### config.mk
export PLATFORM = sky130hd
export DESIGN_NAME = vsp_port
export DESIGN_NICKNAME = d
export VERILOG_FILES = /design/src/common/vsp_pkg.sv /design/src/vsp_fifo.sv /design/src/vsp_port.sv
export VERILOG_INCLUDE_DIRS = /design/src /design/src/common
export SDC_FILE = /design/constraint.sdc
export NUM_CORES = 1
export LEC_CHECK = 0
export CAP_MARGIN = 0
export CORE_MARGIN = 10
export CORE_UTILIZATION = 50
export DETAILED_ROUTE_END_ITERATION = 16
export DONT_BUFFER_PORTS = 1
export GPL_TIMING_DRIVEN = 1
export PLACE_DENSITY_LB_ADDON = 0.15
export SYNTH_ARGS = -nofsm -noshare
export SYNTH_HDL_FRONTEND = slang
export SYNTH_SLANG_ARGS = --single-unit
### constraint.sdc
create_clock -name clk_i -period 3.65 [get_ports clk_i]
set_clock_uncertainty 0.15 [all_clocks]
set_input_delay 0.73 -clock clk_i [delete_from_list [all_inputs] [get_ports clk_i]]
set_output_delay 0.73 -clock clk_i [all_outputs]
set_load 0.02 [all_outputs]
### src/common/vsp_params.svh
`ifndef VSP_PARAMS_SVH
`define VSP_PARAMS_SVH

// clock and serial line
`define VSP_CLK_HZ 10000000
`define VSP_BAUD 115200
// notification lead and tail time, microseconds
`define VSP_GUARD_US 100
// unit step between hz, khz and microseconds
`define VSP_KILO 1000
// message buffer
`define VSP_FIFO_DEPTH 16
`define VSP_DATA_W 8
// frame layout: start, 8 data, stop
`define VSP_FRAME_LAST 4'h9
`define VSP_DATA_LAST 3'h7
`define VSP_IDLE_LEVEL 1'b1
`define VSP_START_LEVEL 1'b0

`endif

### src/common/vsp_pkg.sv
`include "vsp_params.svh"

package vsp_pkg;

  // one byte of an outgoing message
  typedef struct packed {
    logic chan_b;
    logic last;
    logic [`VSP_DATA_W-1:0] data;
  } vsp_beat_t;

  typedef enum logic [1:0] {TX_IDLE, TX_LEAD, TX_SEND, TX_TAIL} vsp_tx_state_t;
  typedef enum logic [1:0] {RX_IDLE, RX_START, RX_DATA, RX_STOP} vsp_rx_state_t;

  typedef struct packed {
    vsp_tx_state_t tx_state;
    logic [11:0] guard;
    logic [7:0] tx_div;
    logic [3:0] tx_idx;
    logic [9:0] tx_sh;
    logic tx_busy;
    logic tx_last;
    logic txd;
    logic int_n;
    logic chan_a;
    logic chan_b;
    logic rx_s1;
    logic rx_s2;
    vsp_rx_state_t rx_state;
    logic [7:0] rx_div;
    logic [2:0] rx_idx;
    logic [7:0] rx_sh;
    logic [7:0] cmd_data;
    logic cmd_valid;
    logic cmd_err;
  } vsp_state_t;

endpackage

### src/vsp_fifo.sv
`timescale 1ns/100ps
`include "vsp_params.svh"

module vsp_fifo import vsp_pkg::*; #(
  parameter int WIDTH = 10,
  parameter int DEPTH = `VSP_FIFO_DEPTH
) (
  // clock and reset
  input wire logic clk_i,
  input wire logic rst_n_i,
  // fill side
  input wire logic [WIDTH-1:0] in_data_i,
  input wire logic in_valid_i,
  output logic in_ready_o,
  // drain side
  output logic [WIDTH-1:0] out_data_o,
  output logic out_valid_o,
  input wire logic out_ready_i
);

  localparam int AW = $clog2(DEPTH);

  typedef struct packed {
    logic [DEPTH-1:0][WIDTH-1:0] mem;
    logic [AW-1:0] wr_ptr;
    logic [AW-1:0] rd_ptr;
    logic [AW:0] count;
    logic in_ready;
  } vsp_fifo_state_t;

  vsp_fifo_state_t q_reg, q_next;
  logic push, pop;

  assign push = in_valid_i && q_reg.in_ready;
  assign pop = out_ready_i && (q_reg.count != '0);
  assign in_ready_o = q_reg.in_ready;
  assign out_valid_o = (q_reg.count != '0);
  assign out_data_o = q_reg.mem[q_reg.rd_ptr];

  always_comb begin
    q_next = q_reg;
    if (push) begin
      q_next.mem[q_reg.wr_ptr] = in_data_i;
      q_next.wr_ptr = (q_reg.wr_ptr == AW'(DEPTH - 1)) ? '0 : q_reg.wr_ptr + 1'b1;
    end
    if (pop) begin
      q_next.rd_ptr = (q_reg.rd_ptr == AW'(DEPTH - 1)) ? '0 : q_reg.rd_ptr + 1'b1;
    end
    q_next.count = q_reg.count + (AW + 1)'(push) - (AW + 1)'(pop);
    q_next.in_ready = (q_next.count != (AW + 1)'(DEPTH));
  end

  always_ff @(posedge clk_i or negedge rst_n_i) begin
    if (!rst_n_i) begin
      q_reg <= '{mem: '0, wr_ptr: '0, rd_ptr: '0, count: '0, in_ready: 1'b1};
    end else begin
      q_reg <= q_next;
    end
  end
endmodule // vsp_fifo

### src/vsp_port.sv
`timescale 1ns/100ps
`include "vsp_params.svh"

// Notes on behaviour
// - A low level on the reset input holds the port in reset; a high level lets it run normally.
// - The pending output goes low at least 100 us before the first byte and stays low meanwhile.
// - The pending output returns high after the message completes and stays high when idle.
// - Channel A activity rises with pending for a channel A message and drops after it.
// - Channel B activity rises with pending for a channel B message and drops after it.
// - Telecommands arrive as 115200 baud 8N1 frames on the receive line; a frame with a low stop bit raises cmd_err instead of cmd_valid.
// - Messages leave as 115200 baud 8N1 frames on the transmit line.
// - A 100 us guard separates the notifications from the first and last transmitted bits.
// - Activity outputs follow only checked messages and name the channel they came from.

module vsp_port import vsp_pkg::*; #(
  parameter int CLK_HZ = `VSP_CLK_HZ,
  parameter int BAUD = `VSP_BAUD,
  parameter int GUARD_US = `VSP_GUARD_US,
  parameter int DEPTH = `VSP_FIFO_DEPTH
) (
  // clock and reset
  input wire logic clk_i,
  input wire logic rst_n_i,
  // checked message bytes from the decoder
  input wire logic [`VSP_DATA_W-1:0] msg_data_i,
  input wire logic msg_last_i,
  input wire logic msg_chan_b_i,
  input wire logic msg_valid_i,
  output logic msg_ready_o,
  // host pins
  input wire logic rxd_i,
  output logic txd_o,
  output logic int_n_o,
  output logic chan_a_o,
  output logic chan_b_o,
  // received telecommands
  output logic [`VSP_DATA_W-1:0] cmd_data_o,
  output logic cmd_valid_o,
  output logic cmd_err_o
);

  localparam int BIT_CYC = CLK_HZ / BAUD;
  localparam int HALF_CYC = BIT_CYC / 2;
  localparam int GUARD_CYC = (GUARD_US * (CLK_HZ / `VSP_KILO) + `VSP_KILO - 1) / `VSP_KILO;

  ////////////////////////////////////////////////////////////////////////////
  // message buffer

  vsp_beat_t in_beat, f_beat;
  logic f_valid, f_pop, f_ready;

  assign in_beat = '{chan_b: msg_chan_b_i, last: msg_last_i, data: msg_data_i};

  vsp_fifo #(.WIDTH($bits(vsp_beat_t)), .DEPTH(DEPTH)) u_fifo (
    .clk_i(clk_i),
    .rst_n_i(rst_n_i),
    .in_data_i(in_beat),
    .in_valid_i(msg_valid_i),
    .in_ready_o(f_ready),
    .out_data_o(f_beat),
    .out_valid_o(f_valid),
    .out_ready_i(f_pop)
  );

  assign msg_ready_o = f_ready;

  ////////////////////////////////////////////////////////////////////////////
  // state

  vsp_state_t q_reg, q_next;

  assign f_pop = (q_reg.tx_state == TX_SEND) && !q_reg.tx_busy && !q_reg.tx_last && f_valid;

  always_comb begin
    q_next = q_reg;
    q_next.cmd_valid = 1'b0;
    q_next.cmd_err = 1'b0;
    // transmit sequencer
    unique case (q_reg.tx_state)
      TX_IDLE: begin
        q_next.int_n = 1'b1;
        q_next.chan_a = 1'b0;
        q_next.chan_b = 1'b0;
        if (f_valid) begin
          q_next.int_n = 1'b0;
          q_next.chan_a = !f_beat.chan_b;
          q_next.chan_b = f_beat.chan_b;
          q_next.guard = '0;
          q_next.tx_last = 1'b0;
          q_next.tx_state = TX_LEAD;
        end
      end
      TX_LEAD: begin
        q_next.guard = q_reg.guard + 1'b1;
        if (q_reg.guard == 12'(GUARD_CYC - 1)) begin
          q_next.tx_state = TX_SEND;
        end
      end
      TX_SEND: begin
        if (q_reg.tx_busy) begin
          q_next.tx_div = q_reg.tx_div + 1'b1;
          if (q_reg.tx_div == 8'(BIT_CYC - 1)) begin
            q_next.tx_div = '0;
            q_next.tx_sh = {`VSP_IDLE_LEVEL, q_reg.tx_sh[9:1]};
            q_next.txd = q_reg.tx_sh[1];
            q_next.tx_idx = q_reg.tx_idx + 1'b1;
            if (q_reg.tx_idx == `VSP_FRAME_LAST) begin
              q_next.tx_busy = 1'b0;
              q_next.txd = `VSP_IDLE_LEVEL;
              if (q_reg.tx_last) begin
                q_next.guard = '0;
                q_next.tx_state = TX_TAIL;
              end
            end
          end
        end else if (f_pop) begin
          q_next.tx_sh = {`VSP_IDLE_LEVEL, f_beat.data, `VSP_START_LEVEL};
          q_next.txd = `VSP_START_LEVEL;
          q_next.tx_div = '0;
          q_next.tx_idx = '0;
          q_next.tx_busy = 1'b1;
          q_next.tx_last = f_beat.last;
        end
      end
      TX_TAIL: begin
        q_next.guard = q_reg.guard + 1'b1;
        if (q_reg.guard == 12'(GUARD_CYC - 1)) begin
          q_next.int_n = 1'b1;
          q_next.chan_a = 1'b0;
          q_next.chan_b = 1'b0;
          q_next.tx_state = TX_IDLE;
        end
      end
    endcase
    // receive line synchroniser
    q_next.rx_s1 = rxd_i;
    q_next.rx_s2 = q_reg.rx_s1;
    // telecommand receiver, sampling mid bit
    q_next.rx_div = (q_reg.rx_div == '0) ? '0 : q_reg.rx_div - 1'b1;
    unique case (q_reg.rx_state)
      RX_IDLE: begin
        if (q_reg.rx_s2 == `VSP_START_LEVEL) begin
          q_next.rx_div = 8'(HALF_CYC - 1);
          q_next.rx_state = RX_START;
        end
      end
      RX_START: begin
        if (q_reg.rx_div == '0) begin
          q_next.rx_div = 8'(BIT_CYC - 1);
          q_next.rx_idx = '0;
          q_next.rx_state = (q_reg.rx_s2 == `VSP_START_LEVEL) ? RX_DATA : RX_IDLE;
        end
      end
      RX_DATA: begin
        if (q_reg.rx_div == '0) begin
          q_next.rx_div = 8'(BIT_CYC - 1);
          q_next.rx_sh = {q_reg.rx_s2, q_reg.rx_sh[7:1]};
          q_next.rx_idx = q_reg.rx_idx + 1'b1;
          if (q_reg.rx_idx == `VSP_DATA_LAST) begin
            q_next.rx_state = RX_STOP;
          end
        end
      end
      RX_STOP: begin
        if (q_reg.rx_div == '0) begin
          if (q_reg.rx_s2 == `VSP_IDLE_LEVEL) begin
            q_next.rx_state = RX_IDLE;
            if (q_reg.rx_idx == '0) begin
              q_next.cmd_data = q_reg.rx_sh;
              q_next.cmd_valid = 1'b1;
            end
          end else if (q_reg.rx_idx == '0) begin
            // broken stop: report once, then wait for an idle line
            q_next.cmd_err = 1'b1;
            q_next.rx_idx = 3'h1;
          end
        end
      end
    endcase
  end

  // async low reset holds everything idle; txd and pending released high, channel pins low
  always_ff @(posedge clk_i or negedge rst_n_i) begin
    if (!rst_n_i) begin
      q_reg <= '{tx_state: TX_IDLE, rx_state: RX_IDLE, txd: 1'b1, int_n: 1'b1,
                 rx_s1: 1'b1, rx_s2: 1'b1, default: '0};
    end else begin
      q_reg <= q_next;
    end
  end

  assign txd_o = q_reg.txd;
  assign int_n_o = q_reg.int_n;
  assign chan_a_o = q_reg.chan_a;
  assign chan_b_o = q_reg.chan_b;
  assign cmd_data_o = q_reg.cmd_data;
  assign cmd_valid_o = q_reg.cmd_valid;
  assign cmd_err_o = q_reg.cmd_err;

  localparam int GUARD_MIN = GUARD_CYC;
  logic [11:0] low_cnt, high_cnt;

  // cycles with pending low, cycles with line high
  always_ff @(posedge clk_i or negedge rst_n_i) begin
    if (!rst_n_i) begin
      low_cnt <= '0;
      high_cnt <= '0;
    end else begin
      low_cnt <= int_n_o ? '0 : ((&low_cnt) ? low_cnt : low_cnt + 1'b1);
      high_cnt <= !txd_o ? '0 : ((&high_cnt) ? high_cnt : high_cnt + 1'b1);
    end
  end
endmodule // vsp_port

[Word-level counts from Yosys, hierarchy flattened]
Index checks and enable logic that the tools add are counted.
Operators by class
  equality and inequality tests: 31
  magnitude comparators: 3
  muxes and demuxes: 47
  reductions and logical operators: 28
  add/sub/neg operators: 9
Operators with widths (number)
  $bwmux 160: 1
  $mux 14: 4
  $pmux 14 s4: 1
  $bmux 10 s4: 1
  $demux 10 s4: 1
  $mux 37: 1
  $mux 10: 3
  $ne 2x2->1 const B: 14
  $mux 25: 1
  $pmux 8 s3: 1
  $mux 23: 1
  $mux 21: 1
  $mux 2: 8
  $mux 3: 5
  $mux 13: 1
  $add 12x1->12 const B: 1
  $add 4x1->4 const B: 3
  $eq 12x10->1 const B: 1
  $eq 4x4->1 const B: 3
  $reduce_and 6->1: 2
  $lt 4x5->1 const B: 2
  $mux 1: 10
  $pmux 3 s3: 1
  $add 8x1->8 const B: 1
  other kinds (29): 50
Word-level totals
  word-level logic and storage cells: 158
  output and inout port bits: 15
  bits in registers: 249
  input bits: 14

[Longest topological paths before layout]
  depth after elaboration: 7
  depth in mapped cells: 13
  gate-level depth less buffers: 13

[Hierarchy]
A second synthesis with hierarchy kept.
Unflattened totals
  cells, all modules: 863
  area, all modules: 11808.8 µm²
By module, submodules not included
  vsp_fifo: times used 1, seq. area each 4355.4 µm², cells each 519, area each 8008.9 µm²
  vsp_port: times used 1, seq. area each 1856.8 µm², cells each 344, area each 3799.9 µm²

[Worst setup path before layout]
Ideal clock, no wire load.
  path kind: register -> register
  start point: register u_fifo.q_reg[4] (netlist name)
  end point: register u_fifo.q_reg (netlist bit u_fifo.in_ready_o)
  stages on the path, launching flop included: 14
  period minus slack after synthesis: 2.648 ns
  data required time: 3.414 ns
  path slack: 1.002 ns
  buffers on the path: 0
  arrival time: 2.411 ns
  library setup time: 0.086 ns
  cells stage by stage: dfrtp_1 inv_1 ha_1 nor4b_4 nor4_4 ha_1 inv_1 ha_1 fa_1 a21oi_1 nor2_1 nor2_1 xnor2_1 nand3b_1
RTL lines
  from (decl): line vsp_fifo.sv:31  | vsp_fifo_state_t q_reg, q_next;
  from (signal assigned): line vsp_fifo.sv:55  | q_reg <= '{mem: '0, wr_ptr: '0, rd_ptr: '0, count: '0, in_ready: 1'b1};
  from (signal assigned): line vsp_fifo.sv:57  | q_reg <= q_next;

==> flow_summary.ini <==
[run_status]
status = complete, but fails checks
violations = hold timing

[power]
worst_ir_drop_vdd_uv = 470
cellLeakagePower_nw = 5.52
cellPowerDensity_mw_per_mm2 = 697

[detailed_routing]
firstDrtPassIters = 4
drcViolationCount = 0
drt_wl_total_um = 24300
viasPerCell = 5.77
drtIter0Drc = 508
vias = 6974
wl_per_cell_um = 20.1
ant_nets = 0

[global_routing]
grt_pass1_wl_um = 40200
grt_usage_pct = 16.2
antenna_found_initial = 0
grt_pass1_vias = 7387
grt_max_degree = 249
grt-ovfl-total = 0

[critical_path]
cp_cell_sequence = inv_1 -> ha_1 -> nor4b_4 -> nor4_4 -> buf_4 -> ha_1 -> inv_1 -> ha_1 -> fa_1 -> a21oi_1 -> nor2_1 -> nor2_1 -> xnor2_1 -> nand3b_1
rrSetupSlack_ps = 690
crit_arrival_ps = 3270
timing.rr.start = u_fifo.q_reg[4]$_DFF_PN0_
crit_path_frequent_cell = ha_1
worstReg2RegEnd = u_fifo.in_ready_o$_DFF_PN1_
rr_worst_depth = 14
worst-setup-path-type = flop to flop
critPathMaxStageDelay_ps = 410
cp-end-kind = flop
cp.required_ps = 3960
worst_path_max_delay_cell = nor4b_4
startpoint_type = flop
crit_path_max_fanout = 10

[sta]
timing.final.crit_share_pct = 81.1
fin_setup_tns_ps = 0
rsz0062_at_grt = no
finalWorstSetupSlack_ps = 688
layout_min_cycle_time_ps = 2960
hold_violations = 245
max_slew.worst_pin.slew_ps = 1120
relSlewSlack_pct = 24.7
hold_slack_ps = -260
setup_violations = 0
fmax_mhz = 338
slew_violations = 0

[synthesis]
synth_edf_count = 0
ys_ff_latch = 248
ys_types = 64
syn-num-nets = 909
syn-cell-area_sq_mm = 0.0117
yosysSeqAreaShare_pct = 53.2
postSynth.asyncResetShare_pct = 100
synthCells = 874
syn_area_per_cell_sq_um = 13.3
synth_ff_type = dfrtp_1
yosys_warnings = 0

[place]
dp_slack_ps = 679
dp_hpwl_um = 15900
gp_congestion = 0.814
io_buffers = 0

[layout]
fill_cells = 1817
drive_gt1_share_pct = 35.4
diodes = 0
largest_reg_flops = 173
multiInputGateArea_sq_mm = 0.00513
seq_area_sq_mm = 0.00621
areaGrowthSynthToFinish_pct = 10.4
finish.net_count = 908

[clock_network]
ctsHtreeMaxLevel = 1
post_cts_buffers = 0
cts_tree = done
clkSlewWorstSetupHoldPaths_ps = 60
clock_sinks = 248
cts_made_buffers = 28
insertion_delay_ps = 550
root_buffer = clkbuf_16
cts_max_path_buffers = 3

[floorplanning]
dieArea_sq_mm = 0.0298
core_sq_mm = 0.0228
ios = 29
die_h_um = 173
die_w_um = 173
num_rows = 55
initial_core_util_pct = 51.2

[hold_path]
min_path_type = primary input to asynchronous set/reset pin

[job]
cap_violations = 0
==> placed cells by master, fill, tap and decap left out, types with 3 or more instances in the layout <==
cell type,n
or3_1,6
mux2_2,178
clkinv_2,9
inv_1,19
xnor2_1,13
clkbuf_8,5
o22a_1,4
a22oi_1,3
clkbuf_1,6
nand4_1,4
dfrtp_1,242
clkbuf_16,28
nor2b_1,3
xor2_1,9
nand2b_1,5
nand3b_1,4
o21ai_0,37
mux4_2,40
dfstp_2,5
nor3_1,8
nor4_1,4
o22a_2,4
a31oi_1,3
nand2_1,51
o221ai_1,8
mux2i_1,18
nand3_1,21
and3_1,5
nor2_2,12
a21oi_1,8
buf_4,19
a22o_1,4
ha_1,20
nor2_1,47
==> cells in the mapped netlist, types with 4 or more instances <==
master	n	area (sq um)
a21oi_1	8	40.0
a22o_1	4	35.0
and3_1	5	31.3
buf_2	11	55.1
buf_4	8	60.1
clkbuf_1	29	109
dfrtp_1	243	6080
dfstp_2	5	131
ha_1	20	250
inv_1	19	71.3
mux2_2	178	2000
mux2i_1	18	180
mux4_2	40	901
nand2_1	51	191
nand2b_1	5	31.3
nand3_1	21	105
nand3b_1	4	30.0
nand4_1	4	25.0
nor2_1	47	176
nor2_2	12	75.1
nor3_1	8	40.0
nor4_1	4	25.0
o21ai_0	37	185
o221ai_1	8	70.1
o22a_1	4	35.0
o22a_2	4	40.0
or3_1	6	37.5
xnor2_1	13	114
xor2_1	9	78.8
==> worst max-delay path: cells and delay by family (launching register included) <==
kind	cells	cell delay [ps]
AOI/OAI and AO/OA	1	150
xor gates and xnor gates	1	140
adders and majority gates	4	1040
buffers and inverters	3	300
DFF	1	390
and+or+nand+nor	5	710
==> metal layers <==
metal	GRT usage, %	routed length (um)
met5	0	0
met4	3.52	376
met3	3.01	1040
met2	28.2	12200
met1	20.7	10600
==> where the power goes <==
| group | total [mW] | internal (mW) | leakage (nW) | switching [mW] |
|---|---|---|---|---|
| combinational | 2.06 | 1.24 | 1.90 | 0.817 |
| clock | 2.75 | 1.65 | 0.463 | 1.10 |
| sequential | 4.16 | 3.65 | 3.15 | 0.507 |
| total | 8.97 | 6.55 | 5.52 | 2.42 |
==> area by class of cell <==
cell class / instances / area share (%)
clock inverters: 13 / 1.01
inverters: 20 / 0.583
well taps: 313 / 3.04
multi-input cells: 556 / 39.9
flip-flops and latches: 248 / 48.2
clock buffers: 39 / 6.15
repair buffers: 19 / 1.11
==> logic make-up after synthesis <==
kind of cell	Yosys count	synth area share, %
and+or+nand+nor	187	8.42
DFF	248	53.2
xor gates and xnor gates	22	1.65
adders and majority gates	21	2.32
buffers and inverters	70	2.76
muxes	236	26.4
AOI/OAI and AO/OA	90	5.17
==> metrics by stage <==
stage | total power [mW] | instance area [sq um] | hold slack, ps | utilization, % | std cells
after floorplan | 5.72 | 11700 | 195 | - | 874
after global placement | 6.06 | 12000 | 197 | 52.5 | 1156
after detailed placement | 6.27 | 12000 | 197 | 52.5 | 1156
after CTS | 9.06 | 12900 | -287 | 56.5 | 1208
after global routing | 9.46 | 12900 | -283 | 56.5 | 1208
final | 8.97 | 12900 | -260 | 56.5 | 1208
==> worst max path at each step <==
stage / slack, ps / from / endpoint
finish: 690 / u_fifo.q_reg[4]$_DFF_PN0_ / u_fifo.in_ready_o$_DFF_PN1_
global route: 470 / u_fifo.q_reg[4]$_DFF_PN0_ / u_fifo.in_ready_o$_DFF_PN1_
CTS: 660 / u_fifo.q_reg[4]$_DFF_PN0_ / u_fifo.in_ready_o$_DFF_PN1_
detailed placement: 680 / msg_valid_i / u_fifo.q_reg[128]$_DFFE_PN0P_
global placement: 750 / msg_valid_i / u_fifo.q_reg[126]$_DFFE_PN0P_
floorplan: 1000 / u_fifo.q_reg[4]$_DFF_PN0_ / u_fifo.in_ready_o$_DFF_PN1_
==> timing repair <==
action	4_1_cts	5_1_grt
endpoints found under the hold margin	248	248
setup endpoints to repair	0	0
gates resized for setup	0	0
Note: power is estimated with default switching activity, not from simulation.
